--- src/core/ebc_cfg.svh ---
// Purpose: Offsets, field positions, reset values and timing counts of the byte access block
// Assumes: 125 MHz pclk; programming timed on a derived RC-rate tick
// Notes: Included by bare name from both ends
`ifndef EBC_CFG_SVH
`define EBC_CFG_SVH

// I/O register addresses seen by the core (data byte address chosen to fill the gap)
`define EBC_IO_CTRL 6'h1F
`define EBC_IO_DATA 6'h20
`define EBC_IO_PTR_LO 6'h21
`define EBC_IO_PTR_HI 6'h22

// Control register bit positions
`define EBC_B_READ 0
`define EBC_B_STROBE 1
`define EBC_B_ARM 2
`define EBC_B_IRQEN 3
`define EBC_B_MODE_LO 4
`define EBC_B_MODE_HI 5
`define EBC_MODE_RST 2'h0

// Timing
`define EBC_CLK_MHZ 125
`define EBC_T_ATOMIC_US 3400
`define EBC_T_HALF_US 1800
`define EBC_T_TYP_US 3300
`define EBC_RC_ATOMIC 26368
`define EBC_RC_HALF (`EBC_RC_ATOMIC * `EBC_T_HALF_US / `EBC_T_ATOMIC_US)
`define EBC_RC_DIV (`EBC_CLK_MHZ * `EBC_T_TYP_US / `EBC_RC_ATOMIC)
`define EBC_ARM_CYC 4
`define EBC_WR_STALL 2
`define EBC_RD_STALL 4

// Controller APB register offsets
`define EBC_A_CMD 8'h00
`define EBC_A_ADDR 8'h04
`define EBC_A_WDATA 8'h08
`define EBC_A_STATUS 8'h0C
`define EBC_A_CFG 8'h10

`endif

--- src/core/ebc_pkg.sv ---
// Purpose: Types shared by both ends of the byte access block
// Assumes: Constants live in ebc_cfg.svh
// Notes: Nothing here is imported; use ebc_pkg::name
package ebc_pkg;
  typedef enum logic [1:0] {
    EBC_MODE_ATOMIC = 2'h0,
    EBC_MODE_ERASE = 2'h1,
    EBC_MODE_WRITE = 2'h2,
    EBC_MODE_RSVD = 2'h3
  } ebc_mode_e;

  typedef enum logic [1:0] {
    EBC_OP_RAW_WR = 2'h0,
    EBC_OP_RAW_RD = 2'h1,
    EBC_OP_BYTE_WR = 2'h2,
    EBC_OP_BYTE_RD = 2'h3
  } ebc_op_e;

  // Gray coded along the byte write path from IDLE to WAITS
  typedef enum logic [3:0] {
    EBC_S_IDLE = 4'h0,
    EBC_S_POLL = 4'h1,
    EBC_S_POLLCHK = 4'h3,
    EBC_S_PTRH = 4'h2,
    EBC_S_PTRL = 4'h6,
    EBC_S_DATA = 4'h7,
    EBC_S_ARM = 4'h5,
    EBC_S_STRIKE = 4'h4,
    EBC_S_SETTLE = 4'hC,
    EBC_S_WAITS = 4'hD,
    EBC_S_RDGET = 4'hF,
    EBC_S_RSTRB = 4'hE
  } ebc_state_e;
endpackage

--- src/core/ebc_if.sv ---
// Purpose: I/O register link between the core side and the byte access device
// Assumes: One clock, pclk, drives both ends
// Notes: Accesses are single-cycle pulses; read data follows one cycle later
interface ebc_if;
  logic [5:0] io_addr;
  logic io_wr;
  logic io_rd;
  logic [7:0] io_wdata;
  logic [7:0] io_rdata;
  logic cpu_stall;
  logic ready_irq;
  logic global_irq_en;
  logic flash_selfprog_active;

  modport dev (
    input io_addr, io_wr, io_rd, io_wdata, global_irq_en, flash_selfprog_active,
    output io_rdata, cpu_stall, ready_irq
  );
  modport core (
    output io_addr, io_wr, io_rd, io_wdata, global_irq_en, flash_selfprog_active,
    input io_rdata, cpu_stall, ready_irq
  );
endinterface

--- src/core/ebc_host.sv ---
// Purpose: Core-side controller that drives the byte access device from APB commands
// Assumes: Zero-wait APB slave on pclk; device on the same clock
// Notes: Byte writes run the full poll, load, arm and strike sequence in hardware; byte reads poll, load and read-strobe
`include "ebc_cfg.svh"

module ebc_host #(
  parameter bit SMALL_MEM = 1'b0
) (
  input wire logic pclk,
  input wire logic presetn,
  input wire logic psel,
  input wire logic penable,
  input wire logic pwrite,
  input wire logic [7:0] paddr,
  input wire logic [31:0] pwdata,
  output logic [31:0] prdata,
  output logic pready,
  output logic pslverr,
  ebc_if.core io
);
  ebc_pkg::ebc_state_e state_r;
  ebc_pkg::ebc_op_e op_r;
  logic [1:0] mode_r;
  logic irq_en_r;
  logic [8:0] addr_r;
  logic [7:0] wdata_r;
  logic [7:0] result_r;
  logic gie_r;
  logic flash_r;
  logic [31:0] prdata_r;
  logic [5:0] io_addr_r;
  logic io_wr_r;
  logic io_rd_r;
  logic [7:0] io_wdata_r;
  logic acc_wr;
  logic go;
  logic mapped;
  logic [7:0] ctrl_base;

  assign acc_wr = psel && penable && pwrite;
  assign go = acc_wr && (paddr == `EBC_A_CMD) && (state_r == ebc_pkg::EBC_S_IDLE);
  assign mapped = (paddr == `EBC_A_CMD) || (paddr == `EBC_A_ADDR) || (paddr == `EBC_A_WDATA)
    || (paddr == `EBC_A_STATUS) || (paddr == `EBC_A_CFG);
  assign ctrl_base = {2'b00, mode_r, irq_en_r, 3'b000};

  // Software-written setup registers
  always_ff @(posedge pclk or negedge presetn) begin
    if (!presetn) begin
      op_r <= ebc_pkg::EBC_OP_RAW_WR;
      mode_r <= 2'h0;
      irq_en_r <= 1'b0;
      addr_r <= 9'h000;
      wdata_r <= 8'h00;
      gie_r <= 1'b0;
      flash_r <= 1'b0;
    end else if (go) begin
      op_r <= ebc_pkg::ebc_op_e'(pwdata[1:0]);
      mode_r <= pwdata[3:2];
      irq_en_r <= pwdata[4];
    end else if (acc_wr && paddr == `EBC_A_ADDR) begin
      addr_r <= pwdata[8:0];
    end else if (acc_wr && paddr == `EBC_A_WDATA) begin
      wdata_r <= pwdata[7:0];
    end else if (acc_wr && paddr == `EBC_A_CFG) begin
      gie_r <= pwdata[0];
      flash_r <= pwdata[1];
    end
  end

  // APB read data captured in the setup cycle, shown in the access cycle
  always_ff @(posedge pclk or negedge presetn) begin
    if (!presetn) begin
      prdata_r <= 32'h0000_0000;
    end else if (psel && !penable) begin
      unique case (paddr)
        `EBC_A_CMD: prdata_r <= {27'h0, irq_en_r, mode_r, op_r};
        `EBC_A_ADDR: prdata_r <= {23'h0, addr_r};
        `EBC_A_WDATA: prdata_r <= {24'h0, wdata_r};
        `EBC_A_STATUS: prdata_r <= {16'h0, result_r, 6'h0, io.ready_irq,
          state_r != ebc_pkg::EBC_S_IDLE};
        `EBC_A_CFG: prdata_r <= {30'h0, flash_r, gie_r};
        default: prdata_r <= 32'h0000_0000;
      endcase
    end
  end

  // Sequencer: one I/O access per step, idle while the device stalls the core
  always_ff @(posedge pclk or negedge presetn) begin
    if (!presetn) begin
      state_r <= ebc_pkg::EBC_S_IDLE;
      io_addr_r <= 6'h00;
      io_wr_r <= 1'b0;
      io_rd_r <= 1'b0;
      io_wdata_r <= 8'h00;
      result_r <= 8'h00;
    end else begin
      io_wr_r <= 1'b0;
      io_rd_r <= 1'b0;
      unique case (state_r)
        ebc_pkg::EBC_S_IDLE: begin
          if (go) begin
            io_addr_r <= 6'(pwdata[13:8]);
            io_wdata_r <= pwdata[23:16];
            unique case (ebc_pkg::ebc_op_e'(pwdata[1:0]))
              ebc_pkg::EBC_OP_RAW_WR: begin
                io_wr_r <= 1'b1;
                state_r <= ebc_pkg::EBC_S_SETTLE;
              end
              ebc_pkg::EBC_OP_RAW_RD: begin
                io_rd_r <= 1'b1;
                state_r <= ebc_pkg::EBC_S_RDGET;
              end
              default: state_r <= ebc_pkg::EBC_S_POLL;
            endcase
          end
        end
        ebc_pkg::EBC_S_POLL: begin
          if (!io.cpu_stall) begin
            io_rd_r <= 1'b1;
            io_addr_r <= `EBC_IO_CTRL;
            state_r <= ebc_pkg::EBC_S_POLLCHK;
          end
        end
        ebc_pkg::EBC_S_POLLCHK: begin
          // Read data lands one cycle after the read pulse; hold while the pulse stands
          // Wait for strobe clear, and for flash stores before a write
          if (io_rd_r) begin
            state_r <= ebc_pkg::EBC_S_POLLCHK;
          end else if (io.io_rdata[`EBC_B_STROBE]
              || (op_r == ebc_pkg::EBC_OP_BYTE_WR && flash_r)) begin
            state_r <= ebc_pkg::EBC_S_POLL;
          end else begin
            state_r <= ebc_pkg::EBC_S_PTRH;
          end
        end
        ebc_pkg::EBC_S_PTRH: begin
          io_wr_r <= 1'b1;
          io_addr_r <= `EBC_IO_PTR_HI;
          io_wdata_r <= {7'h00, addr_r[8] && !SMALL_MEM};
          state_r <= ebc_pkg::EBC_S_PTRL;
        end
        ebc_pkg::EBC_S_PTRL: begin
          io_wr_r <= 1'b1;
          io_addr_r <= `EBC_IO_PTR_LO;
          io_wdata_r <= addr_r[7:0];
          state_r <= (op_r == ebc_pkg::EBC_OP_BYTE_WR) ? ebc_pkg::EBC_S_DATA
            : ebc_pkg::EBC_S_RSTRB;
        end
        ebc_pkg::EBC_S_DATA: begin
          io_wr_r <= 1'b1;
          io_addr_r <= `EBC_IO_DATA;
          io_wdata_r <= wdata_r;
          state_r <= ebc_pkg::EBC_S_ARM;
        end
        ebc_pkg::EBC_S_ARM: begin
          io_wr_r <= 1'b1;
          io_addr_r <= `EBC_IO_CTRL;
          io_wdata_r <= ctrl_base | 8'h04;
          state_r <= ebc_pkg::EBC_S_STRIKE;
        end
        ebc_pkg::EBC_S_STRIKE: begin
          // Strike on the very next cycle, well inside the arm window
          io_wr_r <= 1'b1;
          io_addr_r <= `EBC_IO_CTRL;
          io_wdata_r <= ctrl_base | 8'h06;
          state_r <= ebc_pkg::EBC_S_SETTLE;
        end
        ebc_pkg::EBC_S_RSTRB: begin
          io_wr_r <= 1'b1;
          io_addr_r <= `EBC_IO_CTRL;
          io_wdata_r <= ctrl_base | 8'h01;
          state_r <= ebc_pkg::EBC_S_SETTLE;
        end
        // One quiet cycle: the stall only shows one cycle after the access
        ebc_pkg::EBC_S_SETTLE: state_r <= ebc_pkg::EBC_S_WAITS;
        ebc_pkg::EBC_S_WAITS: begin
          if (!io.cpu_stall) begin
            if (op_r == ebc_pkg::EBC_OP_BYTE_RD) begin
              io_rd_r <= 1'b1;
              io_addr_r <= `EBC_IO_DATA;
              state_r <= ebc_pkg::EBC_S_RDGET;
            end else begin
              state_r <= ebc_pkg::EBC_S_IDLE;
            end
          end
        end
        ebc_pkg::EBC_S_RDGET: begin
          // Taking the byte while the read pulse still stands would catch stale data
          if (!io_rd_r) begin
            result_r <= io.io_rdata;
            state_r <= ebc_pkg::EBC_S_IDLE;
          end
        end
      endcase
    end
  end

  assign io.io_addr = io_addr_r;
  assign io.io_wr = io_wr_r;
  assign io.io_rd = io_rd_r;
  assign io.io_wdata = io_wdata_r;
  // Interrupts held off for the whole sequence so the arm window cannot lapse
  assign io.global_irq_en = gie_r && (state_r == ebc_pkg::EBC_S_IDLE);
  assign io.flash_selfprog_active = flash_r;
  assign prdata = prdata_r;
  assign pready = 1'b1;
  assign pslverr = psel && penable && !mapped;
endmodule // ebc_host

--- src/flat_wrapper.sv ---
// flat-port wrapper written by rule: the top's interface ports become plain ports
module ebc_host_flat 
#(
  parameter bit SMALL_MEM = 1'b0
)
  (pclk, presetn, psel, penable, pwrite, paddr, pwdata, prdata, pready, pslverr, io_io_addr, io_io_wr, io_io_rd, io_io_wdata, io_global_irq_en, io_flash_selfprog_active, io_io_rdata, io_cpu_stall, io_ready_irq);
  ebc_if io_i ();
  input wire logic pclk;
  input wire logic presetn;
  input wire logic psel;
  input wire logic penable;
  input wire logic pwrite;
  input wire logic [7:0] paddr;
  input wire logic [31:0] pwdata;
  output logic [31:0] prdata;
  output logic pready;
  output logic pslverr;
  output wire logic [$bits(io_i.io_addr)-1:0] io_io_addr;
  output wire logic [$bits(io_i.io_wr)-1:0] io_io_wr;
  output wire logic [$bits(io_i.io_rd)-1:0] io_io_rd;
  output wire logic [$bits(io_i.io_wdata)-1:0] io_io_wdata;
  output wire logic [$bits(io_i.global_irq_en)-1:0] io_global_irq_en;
  output wire logic [$bits(io_i.flash_selfprog_active)-1:0] io_flash_selfprog_active;
  input wire logic [$bits(io_i.io_rdata)-1:0] io_io_rdata;
  input wire logic [$bits(io_i.cpu_stall)-1:0] io_cpu_stall;
  input wire logic [$bits(io_i.ready_irq)-1:0] io_ready_irq;
  assign io_io_addr = io_i.io_addr;
  assign io_io_wr = io_i.io_wr;
  assign io_io_rd = io_i.io_rd;
  assign io_io_wdata = io_i.io_wdata;
  assign io_global_irq_en = io_i.global_irq_en;
  assign io_flash_selfprog_active = io_i.flash_selfprog_active;
  assign io_i.io_rdata = io_io_rdata;
  assign io_i.cpu_stall = io_cpu_stall;
  assign io_i.ready_irq = io_ready_irq;
  ebc_host #(.SMALL_MEM(SMALL_MEM)) u_core (.pclk(pclk), .presetn(presetn), .psel(psel), .penable(penable), .pwrite(pwrite), .paddr(paddr), .pwdata(pwdata), .prdata(prdata), .pready(pready), .pslverr(pslverr), .io(io_i));
endmodule
--- config.mk ---
export PLATFORM = sky130hd
export DESIGN_NAME = ebc_host_flat
export DESIGN_NICKNAME = d
export VERILOG_FILES = /design/src/core/ebc_pkg.sv /design/src/core/ebc_if.sv /design/src/core/ebc_host.sv /design/src/flat_wrapper.sv
export VERILOG_INCLUDE_DIRS = /design/src /design/src/core
export SDC_FILE = /design/constraint.sdc
export NUM_CORES = 1
export LEC_CHECK = 0
export ABC_AREA = 1
export BUFFER_PORTS_ARGS = -buffer_cell sky130_fd_sc_hd__buf_2
export CAP_MARGIN = 15
export CORE_UTILIZATION = 40
export DETAILED_ROUTE_END_ITERATION = 8
export GPL_TIMING_DRIVEN = 0
export PLACE_DENSITY = 0.67
export SYNTH_ARGS = -nofsm -noshare
export SYNTH_HDL_FRONTEND = slang
export SYNTH_SLANG_ARGS = --single-unit
--- constraint.sdc ---
create_clock -name pclk -period 1.45 [get_ports pclk]
set_clock_uncertainty 0.05 [all_clocks]
set_input_delay 0.29 -clock pclk [delete_from_list [all_inputs] [get_ports pclk]]
set_output_delay 0.29 -clock pclk [all_outputs]
set_load 0.05 [all_outputs]
Word-level counts from Yosys, hierarchy flattened
Index checks and enable logic that the tools add are counted.
{"block": "totals", "regBits": 84, "input_bits": 55, "out_inout_bits": 52, "elab_cells": 102}
{"block": "classes", "n_eq_ne": 23, "muxes": 27, "n_bitwise": 4, "reduce_logical": 34}
{"op": "one-hot mux 16 bit (5 select lines)", "n": 1}
{"op": "one-hot mux 8 bit (7 select lines)", "n": 1}
{"op": "one-hot mux 4 bit (11 select lines)", "n": 1}
{"op": "one-hot mux 6 bit (7 select lines)", "n": 1}
{"op": "2-to-1 mux 4 bit", "n": 7}
{"op": "2-to-1 mux 6 bit", "n": 4}
{"op": "== test 4 x 3 -> 1 bit, second input constant", "n": 4}
{"op": "== test 4 bit, second input constant", "n": 4}
{"op": "== test 8 x 4 -> 1 bit, second input constant", "n": 2}
{"op": "nonzero test 7 bit", "n": 2}
{"op": "logical AND 1 bit", "n": 11}
{"op": "== test 4 x 2 -> 1 bit, second input constant", "n": 2}
{"op": "== test 8 x 3 -> 1 bit, second input constant", "n": 1}
{"op": "== test 8 x 5 -> 1 bit, second input constant", "n": 1}
{"op": "zero test 8 bit", "n": 1}
{"op": "2-to-1 mux 8 bit", "n": 1}
{"op": "one-hot mux 4 bit (2 select lines)", "n": 1}
{"op": "AND reduction 4 bit", "n": 2}
{"op": "2-to-1 mux 1 bit", "n": 7}
{"op": "!= test 2 bit, second input constant", "n": 3}
{"op": "AND reduction 2 bit", "n": 3}
{"op": "OR reduction 6 bit", "n": 1}
{"op": "logical OR 1 bit", "n": 5}
{"op": "AND reduction 5 bit", "n": 1}
{"op": "other kinds (15)", "n": 21}

Depth between registers and ports, before layout
{"block": "depth", "ltp_word": 7, "mapped_depth": 10, "depth_no_buf": 9}

Least setup slack after synthesis
No wires, ideal clock.
{"block": "synth_path", "path_kind": "reg2out", "start": "reg u_core.state_r[3]", "end": "out io_global_irq_en", "t_arrival_ns": 1.394, "required_time_ns": 1.110, "slack_ns": -0.284, "path_stages_with_launch": 5, "path_buffers": 1, "cell_sequence": "dfrtp_1 buf_6 nor2_2 nand2_1 nor2_1"}
{"block": "synth_via", "elab_chain_cells": 2}
{"item": "from (decl)", "line_no": "ebc_host.sv:21", "rtl": "ebc_pkg::ebc_state_e state_r;"}
{"item": "from (signal assigned)", "line_no": "ebc_host.sv:90", "rtl": "state_r <= ebc_pkg::EBC_S_IDLE;"}
{"item": "from (signal assigned)", "line_no": "ebc_host.sv:107", "rtl": "state_r <= ebc_pkg::EBC_S_SETTLE;"}
{"item": "from (signal assigned)", "line_no": "ebc_host.sv:111", "rtl": "state_r <= ebc_pkg::EBC_S_RDGET;"}
{"item": "zero test 4 bit", "line_no": "ebc_host.sv:203", "rtl": "assign io.global_irq_en = gie_r && (state_r == ebc_pkg::EBC_S_IDLE);"}
{"item": "logical AND 1 bit", "line_no": "ebc_host.sv:203"}
{"item": "to (decl)", "line_no": "flat_wrapper.sv:22", "rtl": "output wire logic [$bits(io_i.global_irq_en)-1:0] io_global_irq_en;"}
No other way between the ends.

Worst setup path after layout
Same ends and word-level chain as after synthesis.

==> summary.md <==
| Metric | Value |
|---|---|
| Overall via count from detail_route | 3,756 |
| Peak supply drop | 832 uV |
| Number of cell rows | 35 |
| Share of cells above drive strength 1 | 0.437 |
| Min Clock Period, post-route | 1.68 ns |
| Area growth from synthesis to layout | 40.7% |
| Post-placement worst setup slack | -0.280 ns |
| Synthesized area per cell | 7.71 sq um |
| Maximum level of the CTS H-tree | 3 |
| Worst slack on hold paths | -0.000304 ns |
| Depth of the worst register-to-register path | 9 |
| Clock Pin Slew Worst Setup and Hold Paths | 0.08 ns |
| Detailed Route WL | 10,900 um |
| Vertical die dimension | 99.4 um |
| Gpl congestion | 0.872 |
| Wire length per cell | 14.5 um |
| Failing checks | hold timing, setup timing |
| Crit path DAT | 1.34 ns |
| Total number of clock tree sinks | 68 |
| Total global-route track usage | 0.221 |
| Netlist area before placement | 3790 sq um |
| Horizontal extent of the die | 99.4 um |
| Critical setup path kind | flip-flop to output pin |
| Status | finished, violations left |
| Reg2Reg Launch Point | u_core.state_r[2] |
| Total negative slack for setup checks | -3.14 ns |
| Iteration count of the initial detailed-routing pass | 5 |
| Via count of the first global-routing pass | 3,557 |
| Internal reg-to-reg setup slack | -0.18 ns |
| Number of buffers added on ports | 79 |
| Residual DRC count | 0 |
| Core area | 9200 sq um |
| Period utilisation layout | 1.16 |
| Antenna diode count | 0 |
| Maximum fanout encountered on the critical timing path | 4 |
| Number of different library cells in the post-synthesis netlist | 33 |
| Initial standard-cell utilization of the core | 0.413 |
| Count of final setup violators | 25 |
| Worst-Skew Late Latency | 0.35 ns |
| Reg2Reg Capture Point | u_core.io.io_addr[5] |
| Sum of overflow across all layers after global routing | 0 |
| Post-DP HPWL | 7070 um |
| Yosys warning count | 0 |
| Count of final max-slew check failures | 0 |
| Fin. Hold Viols | 1 |
| Via count normalized by instance count | 4.97 |
| CTS tree | built |
| Post-synthesis cell count | 492 |
| Number of antenna violations at the first check in global routing | 0 |
| Iteration-0 DRC Markers | 219 |
| Final setup slack of the worst path | -0.227 ns |
| Category of the worst setup path launch point | flip-flop |
| Cell chosen for the clock root | sky130_fd_sc_hd__clkbuf_8 |
| Net count, final | 695 |
| Share of synthesized area occupied by flip-flops and latches | 0.448 |
| Upper clock frequency limit | 0.596 GHz |
| Setup repair after global routing missed its margin | true |
| Number of ports placed on the die boundary | 107 |
| Leakage | 2.85 nW |
| Number of CTS-inserted buffers | 9 |
| Synth area leader | sky130_fd_sc_hd__dfrtp_1 |
| Max-cap check violation count | 0 |
| Maximum number of pins on one net before global-route repair | 69 |
| Area share of the leading cell type in the synthesized netlist | 0.448 |
| Required time of the critical path | 1.11 ns |
| Hold_buf cts | 0 |
| Clock tree buffer depth | 2 |
| Worst max-slew margin expressed relative to the limit | 0.425 |
| First-pass GRT wire length | 17,000 um |
| Biggest area contributors in the synthesized netlist | sky130_fd_sc_hd__dfrtp_1, sky130_fd_sc_hd__nand2_1, sky130_fd_sc_hd__nand3_1 |
| Die area | 9880 sq um |
| CP endpoint kind | output pin |
| Kind of path behind the tightest hold check | input port to async pin |
| Cell Pwr Density | 1740 nW/um^2 |
| Count of state elements after synthesis | 68 |
| Post-layout power | 9.30 mW |
| Remaining number of nets flagged by the antenna check after routing | 0 |
| Transition at the pin with the smallest max-transition slack | 0.862 ns |
==> placed cells by master (no fill, tap or decap), drive strengths merged <==
cell type / count
a21oi: 8
and3: 1
buf: 146
clkbuf: 11
clkinv: 3
clkinvlp: 2
conb: 17
dfrtp: 68
inv: 46
mux2: 7
nand2: 196
nand3: 49
nand3b: 1
nand4: 5
nor2: 40
nor3: 2
o2111a: 1
o211ai: 1
o21ai: 37
o31ai: 1
or2: 3
==> cells in the mapped netlist <==
master                     count
sky130_fd_sc_hd__o21ai_0      20
sky130_fd_sc_hd__nand3_1      45
sky130_fd_sc_hd__o211ai_1      1
sky130_fd_sc_hd__nand3b_1      1
sky130_fd_sc_hd__nor2_8        1
sky130_fd_sc_hd__o31ai_1       1
sky130_fd_sc_hd__nor3_4        1
sky130_fd_sc_hd__nor2_1       26
sky130_fd_sc_hd__or2_2         3
sky130_fd_sc_hd__buf_4        20
sky130_fd_sc_hd__buf_6         3
sky130_fd_sc_hd__nand2_1     186
sky130_fd_sc_hd__nand2_2       7
sky130_fd_sc_hd__o2111a_1      1
sky130_fd_sc_hd__clkbuf_1      2
sky130_fd_sc_hd__nand3_2       3
sky130_fd_sc_hd__o21ai_1       9
sky130_fd_sc_hd__o21ai_2       8
sky130_fd_sc_hd__nand2_4       2
sky130_fd_sc_hd__conb_1        2
sky130_fd_sc_hd__buf_2         3
sky130_fd_sc_hd__nand4_1       5
sky130_fd_sc_hd__inv_1        36
sky130_fd_sc_hd__nand3_4       1
sky130_fd_sc_hd__nor2_4        5
sky130_fd_sc_hd__and3_1        1
sky130_fd_sc_hd__mux2_2        7
sky130_fd_sc_hd__a21oi_4       1
sky130_fd_sc_hd__dfrtp_1      68
sky130_fd_sc_hd__nor3_1        1
sky130_fd_sc_hd__inv_2         7
sky130_fd_sc_hd__nor2_2        8
sky130_fd_sc_hd__a21oi_1       7
==> sequential cells by signal, indices dropped and copies added (netlist names), 2 cells and up <==
name and flops:
u_core.prdata 16, u_core.addr_r 9, u_core.io.io_wdata 8, u_core.result_r 8, u_core.wdata_r 8, u_core.io.io_addr 6
u_core.state_r 4, u_core.mode_r 2, u_core.op_r 2
==> per-stage QoR <==
| step | std cells | util | area (sq um) |
|---|---|---|---|
| floorplan | 507 | - | 3860 |
| global placement | 697 | 0.478 | 4390 |
| detailed placement | 697 | 0.478 | 4400 |
| CTS | 744 | 0.551 | 5070 |
| global route | 756 | 0.581 | 5340 |
| finish | 756 | 0.581 | 5340 |
==> layout make-up <==
type	count	area (sq um)
tap	111	139
timing repair inverter	1	8.76
multi-input combinational	369	2100
buffer	27	209
clock buffer	9	124
sequential	68	1700
clock inverter	7	61.3
fill	831	3860
timing repair buffer	121	811
inverter	43	186
==> cell families after synthesis <==
group / count (synthesis) / synth area share
buffers and inverters: 71 / 0.0969
AND/OR/NAND/NOR: 296 / 0.355
flip-flops: 68 / 0.448
multiplexers: 7 / 0.0208
other: 2 / 0.00198
AO/OA/AOI/OAI: 48 / 0.0772
==> report_power, final <==
part | leakage (nW) | internal, mW | switching, mW
Sequential | 0.888 | 2.31 | 0.243
Combinational | 1.88 | 1.97 | 3.31
Clock | 0.0879 | 0.646 | 0.823
==> metal layers <==
layer  wire length (um)  global-route usage
met1               4610               0.288
met2               5470               0.374
met3                589              0.0387
met4                256              0.0735
met5                  0                   0
==> repair_timing <==
item,CTS,global route
gates resized for setup,65,57
buffers inserted,30,11
pin swaps,12,24
gates cloned,2,2
setup endpoints to repair,27,39
==> worst max path at each step <==
stage,cells past startpoint,slack [ns],endpoint,startpoint
after floorplan,3,0.009,u_core.result_r[0],u_core.io.io_rd
after global placement,1,-0.29,u_core.state_r[3],presetn
after detailed placement,8,-0.28,u_core.wdata_r[2],paddr[1]
after CTS,5,-0.22,io_global_irq_en,u_core.state_r[2]
after global routing,5,-0.29,io_global_irq_en,u_core.state_r[3]
final,5,-0.23,io_global_irq_en,u_core.state_r[3]
==> critical path, cell delays in order (launching register included) <==
cell and delay [ns]:
sky130_fd_sc_hd__dfrtp_1 0.38, sky130_fd_sc_hd__buf_6 0.13, sky130_fd_sc_hd__nor2_4 0.15, sky130_fd_sc_hd__nand2_4 0.08, sky130_fd_sc_hd__nor2_4 0.10, sky130_fd_sc_hd__buf_8 0.15
No activity file was read; power rests on OpenSTA's default activity.
